## src/verilog/ucsr_regs.svh

```systemverilog
`ifndef UCSR_REGS_SVH
`define UCSR_REGS_SVH

`define UCSR_NUM_CFG      3
`define UCSR_NUM_MARK     4
`define UCSR_NUM_CONN     7
`define UCSR_DIR_RESET    2'h1
`define UCSR_SIG_RESET    3'h2
`define UCSR_TRIGSEL_INT  1'h0
`define UCSR_TRIGSEL_EXT  1'h1

`endif

```

## src/verilog/ucsr_pkg.sv

```systemverilog
package ucsr_pkg;

	typedef enum logic [1:0] {
		UCSR_DIR_INPUT  = 2'h0,
		UCSR_DIR_OUTPUT = 2'h1,
		UCSR_DIR_UNUSED = 2'h2
	} ucsr_dir_t;

	typedef enum logic [2:0] {
		UCSR_SIG_GLOBAL_TRIG = 3'h0,
		UCSR_SIG_TRIGGERED   = 3'h1,
		UCSR_SIG_ALWAYS_LOW  = 3'h2,
		UCSR_SIG_ALWAYS_HIGH = 3'h3,
		UCSR_SIG_NONE        = 3'h4
	} ucsr_sig_t;

	typedef struct packed {
		ucsr_dir_t dir;
		ucsr_sig_t sig;
	} ucsr_conn_cfg_t;

	typedef struct packed {
		logic [2:0] oe;
		logic [2:0] dout;
		logic [3:0] marker;
	} ucsr_pins_t;

endpackage

```

## src/verilog/ucsr_edge_sync.sv

```systemverilog
`timescale 1ns/100ps
`default_nettype none

module ucsr_edge_sync
(
	input  wire logic sys_clk,
	input  wire logic reset,
	input  wire logic pin_in,
	input  wire logic fall_sel,
	output logic      level,
	output logic      pulse
);

	logic meta_q;
	logic sync_q;
	logic prev_q;

	// first stage is read only by the second
	always_ff @(posedge sys_clk)
	begin
		if (reset)
		begin
			meta_q <= 1'h0;
			sync_q <= 1'h0;
			prev_q <= 1'h0;
		end
		else
		begin
			meta_q <= pin_in;
			sync_q <= meta_q;
			prev_q <= sync_q;
		end
	end

	assign level = sync_q;
	// one pulse per chosen edge
	assign pulse = fall_sel ? (prev_q & ~sync_q) : (~prev_q & sync_q);

endmodule // ucsr_edge_sync

`default_nettype wire

```

## src/verilog/ucsr_router.sv

```systemverilog
`timescale 1ns/100ps
`default_nettype none
`include "ucsr_regs.svh"

// Behaviour
// - connectors one to three each hold a direction: input (one and two only), output or unused
// - input set to global trigger forwards active edges as playback start
// - trigger-output connector drives internal trigger or copy of external trigger
// - constant types drive fixed low or fixed high
// - type none: driver disabled, input ignored
// - polarity setting picks rising or falling edge on connector one
// - only connectors one and two may be trigger inputs
// - after reset connectors one to three are outputs driving constant low
// - markers one to four drive connectors seven, six, five, four
module ucsr_router
(
	input  wire logic                    sys_clk,
	input  wire logic                    reset,
	input  wire logic                    cfg_we,
	input  wire logic [1:0]              cfg_idx,
	input  wire ucsr_pkg::ucsr_conn_cfg_t cfg_wdata,
	input  wire logic                    slope_fall,
	input  wire logic                    trig_out_sel,
	input  wire logic                    int_trig,
	input  wire logic [3:0]              marker_in,
	input  wire logic [2:0]              pin_in,
	output ucsr_pkg::ucsr_pins_t          pins,
	output logic                         play_start,
	output logic                         ext_trig_level,
	output ucsr_pkg::ucsr_conn_cfg_t      cfg_rd0,
	output ucsr_pkg::ucsr_conn_cfg_t      cfg_rd1,
	output ucsr_pkg::ucsr_conn_cfg_t      cfg_rd2
);
	import ucsr_pkg::*;

	ucsr_conn_cfg_t cfg_q [`UCSR_NUM_CFG];
	ucsr_pins_t     pins_q;
	logic [2:0]     oe_d;
	logic [2:0]     dout_d;
	logic [3:0]     marker_d;
	logic           start_q;
	logic           lvl_q;
	logic [1:0]     lvl;
	logic [1:0]     pls;
	logic [1:0]     arm;
	logic           ext_copy;

	// slope applies only to connector one; connector two is rising
	ucsr_edge_sync u_sync0
	(
		.sys_clk  (sys_clk),
		.reset    (reset),
		.pin_in   (pin_in[0]),
		.fall_sel (slope_fall),
		.level    (lvl[0]),
		.pulse    (pls[0])
	);

	ucsr_edge_sync u_sync1
	(
		.sys_clk  (sys_clk),
		.reset    (reset),
		.pin_in   (pin_in[1]),
		.fall_sel (1'h0),
		.level    (lvl[1]),
		.pulse    (pls[1])
	);

	// bad writes are dropped so the table never holds an illegal pairing
	always_ff @(posedge sys_clk)
	begin
		if (reset)
		begin
			for (int i = 0; i < `UCSR_NUM_CFG; i++)
			begin
				cfg_q[i] <= '{dir: ucsr_dir_t'(`UCSR_DIR_RESET), sig: ucsr_sig_t'(`UCSR_SIG_RESET)};
			end
		end
		else if (cfg_we && cfg_idx < 2'h3)
		begin
			if (!(cfg_wdata.dir == UCSR_DIR_INPUT && cfg_idx == 2'h2))
				cfg_q[cfg_idx] <= cfg_wdata;
		end
	end

	always_comb
	begin
		for (int i = 0; i < 2; i++)
			arm[i] = cfg_q[i].dir == UCSR_DIR_INPUT && cfg_q[i].sig == UCSR_SIG_GLOBAL_TRIG;
	end

	assign ext_copy = (arm[0] & lvl[0]) | (arm[1] & lvl[1]);

	always_ff @(posedge sys_clk)
	begin
		if (reset)
		begin
			start_q <= 1'h0;
			lvl_q   <= 1'h0;
		end
		else
		begin
			start_q <= |(arm & pls);
			lvl_q   <= ext_copy;
		end
	end

	// enable and level are decoded apart so each has one driver per bit
	generate
		for (genvar g = 0; g < `UCSR_NUM_CFG; g++)
		begin : g_out
			// enable: only a driving output type turns the pin on
			always_comb
			begin
				oe_d[g] = 1'h0;
				if (cfg_q[g].dir == UCSR_DIR_OUTPUT)
				begin
					unique case (cfg_q[g].sig)
						UCSR_SIG_TRIGGERED:
						begin
							oe_d[g] = 1'h1;
						end
						UCSR_SIG_ALWAYS_LOW:
						begin
							oe_d[g] = 1'h1;
						end
						UCSR_SIG_ALWAYS_HIGH:
						begin
							oe_d[g] = 1'h1;
						end
						default:
						begin
							oe_d[g] = 1'h0;
						end
					endcase
				end
			end

			// level: held low whenever the driver is off, so no stale value shows
			always_comb
			begin
				dout_d[g] = 1'h0;
				if (cfg_q[g].dir == UCSR_DIR_OUTPUT)
				begin
					unique case (cfg_q[g].sig)
						UCSR_SIG_TRIGGERED:
						begin
							dout_d[g] = (trig_out_sel == `UCSR_TRIGSEL_EXT) ? ext_copy : int_trig;
						end
						UCSR_SIG_ALWAYS_LOW:
						begin
							dout_d[g] = 1'h0;
						end
						UCSR_SIG_ALWAYS_HIGH:
						begin
							dout_d[g] = 1'h1;
						end
						default:
						begin
							dout_d[g] = 1'h0;
						end
					endcase
				end
			end
		end
		for (genvar m = 0; m < `UCSR_NUM_MARK; m++)
		begin : g_mark
			// marker m+1 to connector 7-m; bit k of pins.marker is connector k+4
			assign marker_d[3 - m] = marker_in[m];
		end
	endgenerate

	always_ff @(posedge sys_clk)
	begin
		if (reset)
			pins_q <= '{oe: 3'h7, dout: 3'h0, marker: 4'h0};
		else
			pins_q <= '{oe: oe_d, dout: dout_d, marker: marker_d};
	end

	assign pins           = pins_q;
	assign play_start     = start_q;
	assign ext_trig_level = lvl_q;
	assign cfg_rd0        = cfg_q[0];
	assign cfg_rd1        = cfg_q[1];
	assign cfg_rd2        = cfg_q[2];

endmodule // ucsr_router

`default_nettype wire

```

## config.mk

```make
export PLATFORM = sky130hd
export DESIGN_NAME = ucsr_router
export DESIGN_NICKNAME = d
export VERILOG_FILES = /design/src/verilog/ucsr_pkg.sv /design/src/verilog/ucsr_edge_sync.sv /design/src/verilog/ucsr_router.sv
export VERILOG_INCLUDE_DIRS = /design/src /design/src/verilog
export SDC_FILE = /design/constraint.sdc
export NUM_CORES = 1
export LEC_CHECK = 0
export BUFFER_PORTS_ARGS = -buffer_cell sky130_fd_sc_hd__clkbuf_2
export CORE_MARGIN = 4
export CORE_UTILIZATION = 45
export DETAILED_ROUTE_END_ITERATION = 8
export PLACE_DENSITY = 0.74
export SLEW_MARGIN = 20
export SYNTH_ARGS = -nofsm -noshare
export SYNTH_HDL_FRONTEND = slang
export SYNTH_SLANG_ARGS = --single-unit
```

## constraint.sdc

```tcl
create_clock -name sys_clk -period 3.34 [get_ports sys_clk]
set_input_delay 0.334 -clock sys_clk [delete_from_list [all_inputs] [get_ports sys_clk]]
set_output_delay 0.334 -clock sys_clk [all_outputs]
set_load 0.005 [all_outputs]
```

# Word-level counts from Yosys, hierarchy flattened
# Memories as Yosys holds them, arrays and structs flattened.
# Index checks and enable logic that the tools add are counted.
[word_totals] mem_bits_rw=15 in_bits=20 elab_cells=78 memories=1 register_bits=18
[op_classes] order_cmp=1 n_eq_ne=13 reduce_logical=17 mux=20 n_bitwise=13
[memory_table] name="cfg_q" words=3 word_bits=5 rd=3 rd_clocked_by_memory_dff=0 write_ports=3 line="ucsr_router.sv:36" text="ucsr_conn_cfg_t cfg_q [`UCSR_NUM_CFG];"
[ops] operator="equality test 3 x 2 -> 1 bit (second input constant)" n=6
[ops] operator="two-way mux 1 bit" n=15
[ops] operator="equality test 3 x 1 -> 1 bit (second input constant)" n=3
[ops] operator="OR reduction 3 bit" n=3
[ops] operator="OR reduction 2 bit" n=4
[ops] operator="equality test 2 x 1 -> 1 bit (second input constant)" n=3
[ops] operator="zero test 2 bit" n=3
[ops] operator="zero test 3 bit" n=2
[ops] operator="NOT 1 bit" n=6
[ops] operator="case mux 1 bit (2 select lines)" n=3
[ops] operator="AND 1 bit" n=5
[ops] operator="two-way mux 5 bit" n=1
[ops] operator="OR reduction 5 bit" n=1
[ops] operator="logical AND 1 bit" n=4
[ops] operator="AND 2 bit" n=1
[ops] operator="equality test 2 bit (second input constant)" n=1
[ops] operator="< comparator 2 bit (second input constant)" n=1
[ops] operator="two-way mux 2 bit" n=1
[ops] operator="OR 1 bit" n=1

# Depth between registers and ports, before layout
[depth] ltp_word=8 depth_mapped=4 ltp_nobuf=4

# Modules after synthesis
# A second synthesis with hierarchy kept.
[unflattened] cells_unflattened=104 hier_area_um2=1327.5
[modules_own_cells] module="ucsr_router" seq_area_each_um2=690.7 instances=1 area_each_um2=1124.8 cells_each=86
[modules_own_cells] module="ucsr_edge_sync" seq_area_each_um2=60.1 instances=2 area_each_um2=101.3 cells_each=9

# Worst setup path before layout
# Ideal clock, no wire load.
[synth_path] path_type="reg2reg" startpoint="memory cfg_q[0][0] in the netlist's numbering" endpoint="register pins_q (netlist bit pins[4])" arrival_time_ps=1385 path_buffers=0 synth_period_minus_slack_ps=1454 path_slack_ps=1886 path_stages_with_launch=5 path_cell_list="edfxtp_1 > or4_4 > nor3b_2 > o31ai_2 > a21oi_1"
[synth_lines] element="start: declaration" line="ucsr_router.sv:36"
[synth_lines] element="end signal: assignment" line="ucsr_router.sv:176" text="pins_q <= '{oe: 3'h7, dout: 3'h0, marker: 4'h0};"
[synth_lines] element="end signal: assignment" line="ucsr_router.sv:178" text="pins_q <= '{oe: oe_d, dout: dout_d, marker: marker_d};"
[synth_lines] element="end: declaration" line="ucsr_router.sv:37" text="ucsr_pins_t pins_q;"

==> out/qor.yml <==
outcome: "completed"
pre_cts_ws_ns: 1.42
clk_pin_slew_ns: 0.10
drc: 0
area_growth_syn_to_layout_pct: 27.1
postSynthCellCount: 101
final_net_count: 171
antenna_found_initial: 0
clk_latency_ns: 0.33
antenna_cells: 0
crit_slowest_cell: "nor4b_1"
synthMuxAreaShare_pct: 0
synth_compound_area_share_pct: 5.26
max_cap_viol_count: 0
drt_iter0_drc: 20
ir_worst_vdd_mv: 0.350
overflow: 0
gp_congestion: 0.774
ctsHoldBuffers: 0
yosys.area_share.simple_pct: 27.4
synth_xor_area_share_pct: 0
synthAdderAreaFrac_pct: 0
syn-num-nets: 121
leakagePower_nw: 0.682
p_per_area_nw_per_um2: 505
cts.sinks: 33
crit_cells: 3
cts_root_buffer: "clkbuf_4"
cp-startpoint: "reset"
syn_area_sq_um: 1240
dieArea_sq_um: 3650
hold_ws_ns: 0.214
cts_resized: 0
wire_per_inst_um: 12.6
vias_per_cell: 4.79
crit_fanout: 24
start_util_pct: 48.6
routed_wl_um: 2290
max_stage_delay_ns: 0.71
max_slew_margin_pct: 49.5
fin_crit_ns: 1.59
crit_chain: "clkbuf_2 > nor4b_1 > or2_2"
rows: 18
grt_pass1_vias: 879
rr_worst_depth: 4
path_class: "in -> reg"
crit_buf_inv: 1
numPortBuffers: 45
crit_family: "simple AND/OR/NAND/NOR gates"
dieWidth_um: 60.4
cp-start-kind: "input port"
dpl.hpwl_um: 1750
fin_tns_setup_ns: 0
antenna_left: 0
dp.cells: 174
hold_class: "in -> reg"
ys_seq_elements: 33
synth_top_family_by_area: "simple AND/OR/NAND/NOR gates"
required_ns: 3.38
ys_types: 25
grt_pass1_wl_um: 3680
fin_crit_sh_pct: 47.7
synth-seq-area-share_pct: 65.5
cts_setup_buffers: 0
htree_levels: 2
syn_area_per_cell_sq_um: 12.3
setup_slack_ns: 1.75
maxSlewViolCount: 0
worst_pin_slew_ns: 0.747
fmax_mhz: 628
first_pass_iters: 4
coreArea_sq_um: 2540
clock_path_buffers: 2
cts_made_buffers: 5
vias: 871
final_cells: 182
rsz0062_at_grt: "false"
skew_ns: 0.00717
grt_start_max_net_pins: 25
drive_gt1_share_pct: 39.5
regToRegSetupSlack_ns: 1.76
arrival_ns: 1.63
track_usage_pct: 14.1
hold_violations: 0
crit_end: "cfg_q[0][0]"
ys_warn_count: 0
ios: 47
regToRegStartpoint: "cfg_q[0][1]"
end_kind: "flop"
rr_endpoint: "pins[4]"
die_y_um: 60.4
cts_tree: "yes"
setup_viol: 0
worst reg2reg max path, cell delays in order, from the launching register on:
cell and delay (ns):
edfxtp_1 0.45, or4_4 0.55, nor3b_2 0.23, o31ai_2 0.12
a21oi_1 0.16
report_power, final:
group / leakage (nW) / internal, mW / switching, mW
sequential: 0.295 / 0.444 / 0.0119
clock: 0.0437 / 0.149 / 0.126
combinational: 0.343 / 0.0334 / 0.0302
total: 0.682 / 0.626 / 0.169
metal layers:
metal | share of wire [%] | global-route usage (%)
met1 | 40 | 15.1
met2 | 49 | 23.1
met3 | 10 | 7.02
met4 | 0.61 | 6.81
met5 | 0 | 0
Yosys cell counts (all sizes together):
| cell | n | area share, % |
|---|---|---|
| nand4b | 2 | 1.4 |
| o31ai | 1 | 1.0 |
| nand3b | 1 | 0.61 |
| o211ai | 1 | 0.61 |
| nor4bb | 1 | 0.81 |
| o21bai | 1 | 0.61 |
| edfxtp | 15 | 36 |
| nor3b | 3 | 2.2 |
| or4 | 1 | 0.91 |
| nor2 | 7 | 2.1 |
| and4b | 1 | 0.81 |
| inv | 4 | 1.2 |
| clkbuf | 2 | 0.61 |
| nor2b | 10 | 5.1 |
| and2 | 9 | 4.5 |
| dfxtp | 18 | 29 |
| nand2 | 2 | 0.61 |
| nand2b | 9 | 4.5 |
| nor4b | 1 | 0.71 |
| or2 | 4 | 2.0 |
| o21a | 1 | 0.61 |
| and4bb | 1 | 1.0 |
| o21ai | 2 | 0.81 |
| a21oi | 4 | 1.6 |
layout make-up:
class | count | area (sq um)
flip-flops and latches | 33 | 811
well taps | 30 | 37.5
clock buffers | 8 | 80.1
inverters | 4 | 15.0
fillers | 206 | 972
multi-input cells | 62 | 404
repair buffers | 45 | 225
worst min path at each step:
stage	start	endpoint	cells after the start
2_1_floorplan	u_sync0.meta_q	u_sync0.level	1
5_1_grt	marker_in[3]	pins[0]	2
6_report	marker_in[1]	pins[2]	2
4_1_cts	marker_in[1]	pins[2]	2
3_5_place_dp	u_sync1.meta_q	u_sync1.level	1
3_3_place_gp	u_sync1.meta_q	u_sync1.level	1
flip-flops by register name, summed over array words and instances (netlist names):
name,count
u_sync0.prev_q,1
pins,10
ext_trig_level,1
u_sync1.meta_q,1
play_start,1
cfg_q,15
u_sync0.meta_q,1
u_sync0.level,1
u_sync1.level,1
u_sync1.prev_q,1
per-stage QoR:
step / power, mW / area (sq um) / utilization [%]
CTS: 0.805 / 1570 / 61.8
detailed placement: 0.531 / 1490 / 58.7
finish: 0.795 / 1570 / 61.8
global route: 0.836 / 1570 / 61.8
global placement: 0.527 / 1490 / 58.7
floorplan: 0.492 / 1240 / -
layout by cell type (no fill, tap or decap), types with 2 or more instances in the layout:
cell type  count
and2_1         9
a21oi_1        4
nand2b_1       9
clkbuf_4       5
nand4b_1       2
clkbuf_2      45
nand2_1        2
nor2_1         7
nor3b_1        2
dfxtp_1       18
o21ai_0        2
nor2b_1       10
or2_2          4
inv_1          4
edfxtp_1      15
cell families (layout without fill, tap and decap cells):
| kind of cell | count (synthesis) | after routing |
|---|---|---|
| simple gates | 52 | 52 |
| compound gates | 10 | 10 |
| flops | 33 | 33 |
| buf+inv | 6 | 57 |
Note: power is estimated with default switching activity, not from simulation.
